**config.mk**
```make
export PLATFORM = sky130hd
export DESIGN_NAME = core_memory_select_timing
export DESIGN_NICKNAME = d
export VERILOG_FILES = /design/src/mem_select_pkg.sv /design/src/bcd_one_of_ten.sv /design/src/core_memory_select_timing.sv
export VERILOG_INCLUDE_DIRS = /design/src /design/src/src
export SDC_FILE = /design/constraint.sdc
export NUM_CORES = 1
export LEC_CHECK = 0
export BUFFER_PORTS_ARGS = -buffer_cell sky130_fd_sc_hd__buf_2
export CORE_MARGIN = 3
export CORE_UTILIZATION = 25
export CTS_CLUSTER_DIAMETER = 80
export DETAILED_ROUTE_END_ITERATION = 7
export PLACE_DENSITY_LB_ADDON = 0.08
export SYNTH_ARGS = -nofsm -noshare
export SYNTH_HDL_FRONTEND = slang
export SYNTH_SLANG_ARGS = --single-unit
```
**constraint.sdc**
```tcl
create_clock -name core_clk -period 2.4 [get_ports core_clk]
set_input_delay 0.24 -clock core_clk [delete_from_list [all_inputs] [get_ports core_clk]]
set_output_delay 0.24 -clock core_clk [all_outputs]
set_load 0.1 [all_outputs]
```
**src/mem_select_regs.svh**
```systemverilog
`ifndef MEM_SELECT_REGS_SVH
`define MEM_SELECT_REGS_SVH

// ****************************************************************
// Clock and timing figures, in nanoseconds and in clock cycles.
// ****************************************************************

`define CLK_PERIOD_NS     8
`define STATE_TIME_NS     1000
`define MID_START_NS      333
`define MID_LEN_NS        222
`define END_LEN_NS        222
`define READ_PORTION_NS   400
`define WRITE_PORTION_NS  400

// Least times round up to whole cycles; the state time rounds down.
`define STATE_TIME_CYC    (`STATE_TIME_NS / `CLK_PERIOD_NS)
`define MID_START_CYC     ((`MID_START_NS + `CLK_PERIOD_NS - 1) / `CLK_PERIOD_NS)
`define MID_LEN_CYC       ((`MID_LEN_NS + `CLK_PERIOD_NS - 1) / `CLK_PERIOD_NS)
`define END_LEN_CYC       ((`END_LEN_NS + `CLK_PERIOD_NS - 1) / `CLK_PERIOD_NS)
`define READ_CYC          ((`READ_PORTION_NS + `CLK_PERIOD_NS - 1) / `CLK_PERIOD_NS)
`define WRITE_CYC         ((`WRITE_PORTION_NS + `CLK_PERIOD_NS - 1) / `CLK_PERIOD_NS)

// ****************************************************************
// Forced digits for the protected area and the error-save area, and the last BCD digit.
// ****************************************************************

`define PROTECT_HUNDREDS  4'h1
`define ERROR_SAVE_TENS   4'h4
`define BCD_LAST_DIGIT    4'h9

`endif

```
**src/mem_select_pkg.sv**
```systemverilog
package mem_select_pkg;

  // ****************************************************************
  // Carrier types.
  // ****************************************************************

  // Digits of the result bus, all BCD.
  typedef struct packed {
    logic [3:0] hundreds;
    logic [3:0] tens;
    logic [3:0] units;
  } result_bus_t;

  // One-of-ten driver selects for both axes.
  typedef struct packed {
    logic [9:0] y_source_sel;
    logic [9:0] y_sink_sel;
    logic [9:0] x_source_sel;
    logic [9:0] x_sink_sel;
  } drive_sel_t;

  // Y driver portion strobes.
  typedef struct packed {
    logic y_read_source_strobe;
    logic y_read_sink_strobe;
    logic y_write_source_strobe;
    logic y_write_sink_strobe;
  } strobe_t;

  // Portions of one memory cycle.
  typedef enum logic [1:0] {
    MEM_IDLE,
    MEM_READ,
    MEM_WRITE
  } mem_phase_t;

  // Whole state of the select and timing block.
  typedef struct packed {
    mem_phase_t  phase;
    logic [6:0]  mem_cnt;
    logic        wr_pend;
    result_bus_t addr;
    logic [3:0]  thousands;
    logic [6:0]  state_cnt;
    drive_sel_t  sel;
    strobe_t     strb;
    logic        mid;
    logic        fin;
    logic        busy;
  } sel_state_t;

endpackage : mem_select_pkg

```
**src/bcd_one_of_ten.sv**
```systemverilog
`timescale 1ns/1ps
`default_nettype none

module bcd_one_of_ten (
  input  wire logic       enable,
  input  wire logic [3:0] digit,
  output logic      [9:0] sel
);

  // ****************************************************************
  // Decoder.
  // ****************************************************************

  // A digit above nine selects nothing, so no driver pair is hit.
  always_comb begin
    sel = 10'h000;
    if (enable && (digit <= 4'h9)) begin
      sel[digit] = 1'b1;
    end
  end

endmodule : bcd_one_of_ten

`default_nettype wire

```
**src/core_memory_select_timing.sv**
```systemverilog
`timescale 1ns/1ps
`default_nettype none
`include "mem_select_regs.svh"

module core_memory_select_timing
  import mem_select_pkg::*;
(
  input  wire logic        core_clk,
  input  wire logic        rst,
  input  wire logic        mem_start,
  input  wire logic        write_cmd,
  input  wire result_bus_t rbus_in,
  input  wire logic [3:0]  base_thousands,
  input  wire logic        hundreds_force,
  input  wire logic        error_save,
  output result_bus_t      addr_bus_out,
  output drive_sel_t       drive_sel,
  output strobe_t          strobes,
  output logic             mid_state_pulse,
  output logic             end_state_pulse,
  output logic             mem_busy
);

  // ****************************************************************
  // State and next-address path.
  // ****************************************************************

  sel_state_t  st_ff;
  sel_state_t  nxt_st;
  logic        accept;
  logic        nxt_active;
  result_bus_t nxt_addr;
  logic [3:0]  nxt_thousands;
  drive_sel_t  nxt_sel;

  // A new cycle is taken only while the previous one has ended.
  assign accept = mem_start && (st_ff.phase == MEM_IDLE);

  // Forced digits override the result bus when a cycle is taken.
  always_comb begin
    nxt_addr      = st_ff.addr;
    nxt_thousands = st_ff.thousands;
    if (accept) begin
      nxt_addr      = rbus_in;
      nxt_thousands = base_thousands;
      if (hundreds_force) begin
        nxt_addr.hundreds = `PROTECT_HUNDREDS;
      end
      if (error_save) begin
        nxt_addr.tens = `ERROR_SAVE_TENS;
      end
    end
  end

  // ****************************************************************
  // Driver select decoders.
  // ****************************************************************

  // Selects stand for the whole memory cycle and are low when idle.
  assign nxt_active = accept || (st_ff.phase != MEM_IDLE &&
                      !(st_ff.mem_cnt == 7'h00 &&
                        (st_ff.phase == MEM_WRITE || !st_ff.wr_pend)));

  bcd_one_of_ten u_dec_y_src (
    .enable (nxt_active),
    .digit  (nxt_addr.hundreds),
    .sel    (nxt_sel.y_source_sel)
  );

  bcd_one_of_ten u_dec_y_snk (
    .enable (nxt_active),
    .digit  (nxt_thousands),
    .sel    (nxt_sel.y_sink_sel)
  );

  bcd_one_of_ten u_dec_x_src (
    .enable (nxt_active),
    .digit  (nxt_addr.units),
    .sel    (nxt_sel.x_source_sel)
  );

  bcd_one_of_ten u_dec_x_snk (
    .enable (nxt_active),
    .digit  (nxt_addr.tens),
    .sel    (nxt_sel.x_sink_sel)
  );

  // ****************************************************************
  // Next state.
  // ****************************************************************

  // Memory cycle sequencer plus the free-running state-time counter.
  always_comb begin
    nxt_st           = st_ff;
    nxt_st.addr      = nxt_addr;
    nxt_st.thousands = nxt_thousands;
    unique case (st_ff.phase)
      MEM_IDLE: begin
        if (accept) begin
          nxt_st.phase   = MEM_READ;
          nxt_st.mem_cnt = 7'(`READ_CYC - 1);
          nxt_st.wr_pend = write_cmd;
        end
      end
      MEM_READ: begin
        if (st_ff.mem_cnt != 7'h00) begin
          nxt_st.mem_cnt = st_ff.mem_cnt - 7'h01;
        end else if (st_ff.wr_pend) begin
          nxt_st.phase   = MEM_WRITE;
          nxt_st.mem_cnt = 7'(`WRITE_CYC - 1);
        end else begin
          nxt_st.phase = MEM_IDLE;
        end
      end
      MEM_WRITE: begin
        if (st_ff.mem_cnt != 7'h00) begin
          nxt_st.mem_cnt = st_ff.mem_cnt - 7'h01;
        end else begin
          nxt_st.phase   = MEM_IDLE;
          nxt_st.wr_pend = 1'b0;
        end
      end
      default: begin
        nxt_st.phase = MEM_IDLE;
      end
    endcase

    // Portion strobes follow the phase that is entered.
    nxt_st.strb.y_read_source_strobe  = (nxt_st.phase == MEM_READ);
    nxt_st.strb.y_read_sink_strobe    = (nxt_st.phase == MEM_READ);
    nxt_st.strb.y_write_source_strobe = (nxt_st.phase == MEM_WRITE);
    nxt_st.strb.y_write_sink_strobe   = (nxt_st.phase == MEM_WRITE);
    nxt_st.sel  = nxt_sel;
    nxt_st.busy = (nxt_st.phase != MEM_IDLE);

    // State-time counter wraps at the interval length.
    if (st_ff.state_cnt == 7'(`STATE_TIME_CYC - 1)) begin
      nxt_st.state_cnt = 7'h00;
    end else begin
      nxt_st.state_cnt = st_ff.state_cnt + 7'h01;
    end
    nxt_st.mid = (nxt_st.state_cnt >= 7'(`MID_START_CYC)) &&
                 (nxt_st.state_cnt <
                  7'(`MID_START_CYC + `MID_LEN_CYC));
    nxt_st.fin = (nxt_st.state_cnt >=
                  7'(`STATE_TIME_CYC - `END_LEN_CYC));
  end

  // State register.
  always_ff @(posedge core_clk or posedge rst) begin
    if (rst) begin
      st_ff <= '0;
    end else begin
      st_ff <= nxt_st;
    end
  end

  // Every output is a field of the state register.
  assign addr_bus_out    = st_ff.addr;
  assign drive_sel       = st_ff.sel;
  assign strobes         = st_ff.strb;
  assign mid_state_pulse = st_ff.mid;
  assign end_state_pulse = st_ff.fin;
  assign mem_busy        = st_ff.busy;

  // ****************************************************************
  // Assertions.
  // ****************************************************************

  localparam int MID_ON  = `MID_START_CYC;
  localparam int MID_OFF = `MID_START_CYC + `MID_LEN_CYC;
  localparam int END_ON  = `STATE_TIME_CYC - `END_LEN_CYC;
  localparam int LAST    = `STATE_TIME_CYC - 1;
  localparam int RD_CYC  = `READ_CYC;
endmodule : core_memory_select_timing

`default_nettype wire

```
==> flow_results.org, run 1 <==
** Synthesis
- For this run, asynchronously set or reset flops after synthesis account for 100%.
- Of the total synthesized cell area, the portion taken by AND, OR, NAND and NOR gates is between 10% and 20%.
- Among all flip-flop cells after synthesis, the most frequent one is dfrtp_1.
- After synthesis, the largest family of logic cells by area is simple AND/OR/NAND/NOR gates.
- The synthesized design contains 78 register bits.
- Number of enable-type register cells in the synthesized netlist :: 0
- The cell area that synthesis handed to floorplanning was 3820 um2.
- Count of unique library cells instantiated by Yosys :: 52
- Post-synthesis sequential area ratio :: 51.1%
- In this run the biggest area consumer among cell types represents about half of the synthesized area.
- Cell type with the highest aggregate area in the netlist :: dfrtp_1
- Yosys printed 0 warnings.
- Synthesis produced between 300 and 400 cells.
- The commonest cells after synthesis are dfrtp_1, buf_4, nor2_1.
- Parity-gate share of the synthesized area counting xor and xnor cells :: under 10%
- Synthesized-area fraction occupied by adder cells :: around 2.6%
- The most common cell in the synthesized netlist is dfrtp_1.
- Mux cell area share after synthesis :: under 10%
- Top area cells in the synthesized netlist :: dfrtp_1, buf_4, nor2_1, nand2_1, ha_1
- Summing the areas of all compound-gate instances in the mapped netlist gives approximately a tenth of the synthesized area.
- A synthesized cell averages about 9.9 um2.
- Syn Nets :: 415

** Critical path
- The worst setup path is launched from a flip-flop.
- Worst-path maximum fanout :: 5
- CP max stage cell :: or4b_4
- Worst R2R Setup Slack :: ~0.24 ns
- Worst R2R Path Depth :: 7
- At the worst endpoint, the arrival time is approximately 2.4 ns.
- Largest stage delay on the critical path :: roughly 0.53 ns
- Crit path required time :: approximately 2.6 ns
- Critical-path cell list :: inv_1, ha_1, or4b_4, o41ai_4, nor2_2, nand2_2, nor2_1
- In this run the critical register-to-register path is launched from st_ff[71]$_DFFE_PP0P_.
- The worst register-to-register path ends at drive_sel[32]$_DFF_PP0_.
- Crit end category :: flip-flop
- Critical Setup Path Class :: flip-flop to flip-flop

** Timing
- Highest clock frequency the design can meet :: approximately 460 MHz
- The final-report max-slew violation count came to 0.
- After layout, the minimum clock period comes to 2.16 ns.
- Of the available clock period, the critical path in the final layout requires 89.8%.
- Setup Viol. Count Final :: 0
- The final hold violation count is 16.
- Between clock sinks in the finished design, the worst skew comes to roughly 0.0067 ns.
- After layout, the worst setup slack is 0.244 ns.
- Setup TNS :: 0 ns
- On the final layout, the worst hold slack is -0.0111 ns.
- At the pin with the least slew margin, the transition time is about 0.71 ns.
- Measured against its own limit, the worst slew margin works out to 52.9%.
- Unrepaired setup endpoints after global routing :: no

** CTS
- In this run the post-CTS setup repair buffer count came out at 0.
- Post-CTS repair changed the size of 0 cells.
- Buffers inserted to repair hold after CTS numbered 0.
- CTS Buffer Depth :: 2
- After clock tree synthesis, the clock-pin slew on the worst setup and hold paths is ~0.06 ns.
- Number of buffers created by CTS :: 9
- TritonCTS built the clock tree.
- CTS built an H-tree with a depth of 3.
- Clock latency on the worst-skew pair, taken at its later pin, is 0.34 ns.
- For this design, the sink count on the clock tree is 78.
- CTS root buf :: clkbuf_16

** Floorplan
- Initial Util :: approximately 26%
- Floorplan die width :: approximately 130 um
- During I/O placement, the number of pins put on the boundary was slightly above 80.
- After floorplanning, the core was sized to cover ~15,000 um2.
- Row count :: 44
- Chip Height :: about 130 um
- The die covers 16,800 um2.

** Route
- Post-detailed-route via-to-cell ratio :: 4.29
- Antenna Violating Nets Remaining :: 0
- Total vias in the final route :: about 2,600
- In the routed design, unresolved DRC markers number 0.
- Dividing the detail-routed wire length by the instance count gives roughly 14 um.
- For this run, the detailed router's first-pass iteration total came to 4.
- The first routing iteration left between 150 and 200 violations.
- Summed over all layers, the routed wires come to ~8.6 mm.

** GRT
- Global-route congestion overflow total :: 0
- Global-route wire length before repair :: 14.1 mm
- The initial antenna violation count is 0.
- Largest net degree at the start of global routing :: 40
- GRT Resource Usage Total :: a little over a tenth
- The number of global-route vias before repair is between 2,000 and 3,000.

** Worst hold path
- The tightest min-delay check is of the input port to async pin type.

** Status
- The checks that failed: negative hold slack.
- The flow ran to the end, but the final reports show violations.

** Run
- Across the run, the number of max-cap violations was 0.

** Final layout
- Share of post-route cells with drive strength above 1 :: 28.2%
- Final net count :: about 450
- The repair_antennas step left the layout with diodes totalling 0.
- Synthesis-to-finish area growth :: 13.8%

** Placed design
- Last weighted congestion value of the routability-driven placer :: 0.745
- Before CTS, the worst setup slack after placement is ~0.24 ns.
- Port buffer count :: 80
- Detailed-placement wirelength estimate :: between 6 and 7 mm
## worst max-delay path, delay by kind of cell (launching register included)
family | cells | cell delay [ns]
AOI/OAI and AO/OA | 1 | 0.52
adders and majority gates | 1 | 0.21
buffers and inverters | 1 | 0.09
DFF | 1 | 0.40
and+or+nand+nor | 4 | 0.82
## stage by stage
| step | std cells | util (%) | area (um2) |
|---|---|---|---|
| finish | 606 | 29.5 | 4350 |
| CTS | 606 | 29.5 | 4350 |
| global placement | 591 | 27.4 | 4050 |
| detailed placement | 591 | 27.4 | 4050 |
| floorplan | 385 | - | 3820 |
| global route | 606 | 29.5 | 4350 |
## cell usage in the layout (no fill, tap or decap), drive strengths merged, types with 3 or more instances in the layout
master	n
and3	3
nand2	34
a21oi	9
nand2b	10
dfrtp	78
clkbuf	12
nor2b	3
nor3	16
nor4	5
o31ai	3
nand3	6
o21a	5
inv	25
o21ai	18
nand3b	3
buf	88
o31a	3
ha	8
a31oi	5
mux2i	5
xor2	3
clkinv	3
nor2	46
## worst max-delay path by stage
stage | start | end | slack [ns] | depth (start not counted)
2_1_floorplan | rst | addr_bus_out[0]$_DFF_PP0_ | 0.16 | 1
3_3_place_gp | st_ff[79]$_DFF_PP0_ | drive_sel[29]$_DFF_PP0_ | 0.20 | 6
3_5_place_dp | st_ff[71]$_DFFE_PP0P_ | drive_sel[16]$_DFF_PP0_ | 0.24 | 7
4_1_cts | st_ff[71]$_DFFE_PP0P_ | drive_sel[16]$_DFF_PP0_ | 0.24 | 7
5_1_grt | st_ff[79]$_DFF_PP0_ | drive_sel[29]$_DFF_PP0_ | 0.02 | 6
6_report | st_ff[71]$_DFFE_PP0P_ | drive_sel[32]$_DFF_PP0_ | 0.24 | 7
## metal layers
metal,up-vias,track usage [%],share of wire [%]
met5,-,0,0
met1,1231,13.6,45
met3,10,4.33,6.8
met4,0,4.58,1.4
met2,70,17.1,46
li1,1290,-,-
## flip-flops by register name (all words and copies together) (netlist names)
register,flops
drive_sel,40
st_ff,21
addr_bus_out,12
strobes,2
end_state_pulse,1
mem_busy,1
mid_state_pulse,1
## layout make-up
type	count	area [um2]
fill	1563	10400
timing repair buffer	88	473
sequential	78	1950
clock buffer	12	256
clock inverter	3	43.8
multi-input combinational	215	1290
tap	184	230
inverter	26	98.8
## cell families after synthesis
family,after synthesis
AOI/OAI and AO/OA,55
and+or+nand+nor,140
DFF,78
muxes,7
buffers and inverters,92
adders and majority gates,8
xor gates and xnor gates,5
Power of run 1 is not shown: default switching activity piles up to over one toggle a cycle in this logic, so the estimate is an artifact.
==> inputs of run 2 (changes only) <==
==> constraint.sdc (replaced) <==
create_clock -name core_clk -period 2.4 [get_ports core_clk]
set_input_delay 0.12 -clock core_clk [delete_from_list [all_inputs] [get_ports core_clk]]
set_output_delay 0.12 -clock core_clk [all_outputs]
set_load 0.1 [all_outputs]
==> flow_results.org, run 2 (synthesized netlist as in run 1, its figures left out) <==
** Status
- The flow ran to the end, and the final reports show no timing, DRC or antenna violations.

** Placed design
- The placement-stage cell area came to 4050 um2 (about the same).
- Detailed-placement wirelength estimate :: 6.50 mm (+0.59%)
- The number of buffers inserted by port buffering is 80 (unchanged).
- The worst slack at placement was 0.233 ns (-0.00486 ns).
- The routability-driven placement congestion ratio was 0.735 (-1.4%).

** Worst hold path
- The worst hold path begins at rbus_in[2].
- Classification of the worst-slack hold path :: input port to flip-flop
- Along the worst hold path, the cell count comes to 3.
- The worst hold path terminates at addr_bus_out[2]$_DFF_PP0_.

** Floorplan
- Full die area :: 16,800 um2 (unchanged)
- The horizontal die dimension came to 130 um (unchanged).
- Core footprint :: 14,800 um2 (unchanged)
- The I/O pin total was 81 (unchanged).
- The initial cell density of the core came to 25.9% (unchanged).
- Row count :: 44 (unchanged)
- Chip Height :: 130 um (unchanged)

** Final layout
- Most common cell after layout, fill and taps aside :: buf_2
- Synthesis-to-finish area growth :: 13.8% (unchanged)
- The flip-flop count of the largest register, all copies and words added came to 40 (unchanged).
- The layout net count is 451 (+0.67%).
- Commonest non-fill, non-tap cells in the layout :: buf_2, dfrtp_1, nor2_1, nand2_1, inv_1
- Final non-filler cell area :: 4350 um2 (unchanged)
- The number of inserted diodes came to 0 (unchanged).
- Share of post-route cells with drive strength above 1 :: 28.2% (+0.036 points)

** Critical path
- Worst r2r src :: st_ff[71]$_DFFE_PP0P_
- Worst setup SP type :: flip-flop
- The data arrival time at the worst-slack endpoint was 2.37 ns (about the same).
- The largest individual stage delay along the critical path comes from the cell or4b_4.
- The worst setup path is of the flip-flop to flip-flop kind.
- Worst R2R Setup Slack :: 0.25 ns (about the same)
- Crit path required time :: 2.62 ns (about the same)
- STA classifies the critical path endpoint as a flip-flop.
- The cell depth of the worst flop-to-flop path was 7 (unchanged).
- The maximum single-stage delay on the critical path came to 0.53 ns (about the same).
- Crit Reg-Reg Endpoint :: drive_sel[32]$_DFF_PP0_
- The critical path goes through inv_1, ha_1, or4b_4, o41ai_4, nor2_2, nand2_2, nor2_1.
- The top fanout value on the critical path is 5 (unchanged).

** Route
- The first-pass iteration count of the detailed router was 4 (unchanged).
- Remaining design rule violation count :: 0 (unchanged)
- Routed length per instance :: 14.4 um (+1.8%)
- In this run the top signal layer used is met5.
- The routed length on met3 came to 459 um (-21%).
- Post-detailed-route via-to-cell ratio :: 4.31 (+0.35%)
- Total length of routed wires :: 8.75 mm (+2.3%)
- The count of antenna-violating nets left after detailed routing came to 0 (unchanged).
- The routed length on met2 came to 4.19 mm (+5.8%).
- The number of DRC markers in iteration 0 is 115 (-25%).
- The via total after detailed routing was 2,623 (+0.85%).
- The detailed-route wire length on metal 1 was 4.04 mm (+3.9%).

** CTS
- Source-to-sink clock delay at the later pin of the worst-skew pair :: 0.34 ns (about the same)
- The clock-pin slew reported for the worst setup and hold paths after clock tree synthesis was 0.06 ns (about the same).
- CTS Buffer Depth :: 2 (unchanged)
- The number of sinks driven by the clock tree came to 78 (unchanged).
- Number of buffers created by CTS :: 9 (unchanged)
- Cells resized by post-CTS repair :: 0 (unchanged)
- H-tree levels :: 3 (unchanged)
- The tree is rooted in a clkbuf_16.
- TritonCTS built the clock tree.

** Timing
- Worst clock skew :: 0.00560 ns (-0.00110 ns)
- The final-report max-slew violation count was 0 (unchanged).
- Final clock period utilization by the worst path :: 89.4% (-0.46 points)
- The post-route worst setup slack is 0.255 ns (+0.0110 ns).
- The final hold violation count came to 0 (-16).
- Setup TNS :: 0 ns (unchanged)
- The number of setup violations in the final report was 0 (unchanged).
- Setup repair after global routing left no endpoint under its margin.
- Highest clock frequency the design can meet :: 466 MHz (+0.51%)
- Max-slew headroom at the worst pin :: 54.6% (+1.7 points)
- The transition time at the pin with the least slew margin was 0.673 ns (-0.0323 ns).
- The post-route worst hold slack came to 0.0625 ns (+0.0736 ns).
- The shortest clock period the worst path allows after layout was 2.15 ns (-0.0110 ns).

** GRT
- Global-route wire length before repair :: 13.8 mm (-2.5%)
- The maximum number of pins on one net before global-route repair was 29 (-28%).
- Via count of the first global-routing pass :: 2,702 (-2.0%)
- The initial antenna violation count is 1 (+1).
- The overall overflow remaining after global route came to 0 (unchanged).
- The total routing usage reported by global routing is 10.8% (-0.23 points).

** Run
- The max-capacitance violation count came to 0 (unchanged).
## run 2: cell count changes in the layout (fill, tap and decap cells not counted), sizes merged
cell | previous run | this run
clkbuf | 12 | 15
buf | 88 | 90
clkinv | 3 | 1
bufinv | 1 | 0
dlygate4sd3 | 0 | 1
## run 2: through the flow
stage / instances / util [%]
final: 609 / 29.5
after global routing: 609 / 29.5
after detailed placement: 593 / 27.4
after global placement: 593 / 27.4
after CTS: 609 / 29.5
after floorplan: 385 / -
## run 2: worst max-delay path: cells and delay by family, from the launching register on
kind            cells  cell delay (ns)
simple gates        4             0.82
flops               1             0.40
compound gates      1             0.50
fa+ha+maj           1             0.21
buf+inv             1             0.08
## run 2: routing by layer
metal	vias to the layer above	track usage, %
met4	2	3.73
met5	-	0
met1	1259	13.4
met3	4	4.95
met2	62	16.5
li1	1296	-
## run 2: worst max path at each step
| stage | cells after the start | endpoint | slack [ns] | from |
|---|---|---|---|---|
| after global routing | 7 | st_ff[75]$_DFFE_PP0P_ | 0.02 | st_ff[71]$_DFFE_PP0P_ |
| after floorplan | 1 | addr_bus_out[0]$_DFF_PP0_ | 0.28 | rst |
| after detailed placement | 7 | drive_sel[16]$_DFF_PP0_ | 0.23 | st_ff[71]$_DFFE_PP0P_ |
| final | 7 | drive_sel[32]$_DFF_PP0_ | 0.25 | st_ff[71]$_DFFE_PP0P_ |
| after global placement | 7 | drive_sel[33]$_DFF_PP0_ | 0.26 | st_ff[71]$_DFFE_PP0P_ |
| after CTS | 7 | drive_sel[16]$_DFF_PP0_ | 0.22 | st_ff[71]$_DFFE_PP0P_ |
## run 2: area by class of cell
cell class	count	area (um2)
fill	1580	10400
tap	184	230
sequential	78	1950
clock buffer	15	288
inverter	26	98.8
timing repair buffer	91	485
multi-input combinational	215	1290
## run 2: timing repair
| action | in CTS | in global routing |
|---|---|---|
| endpoints found under the hold margin | 25 | 0 |
| buffers inserted | 0 | 0 |
| hold buffers | 1 | 0 |
Power of run 2 is left out for the same reason.
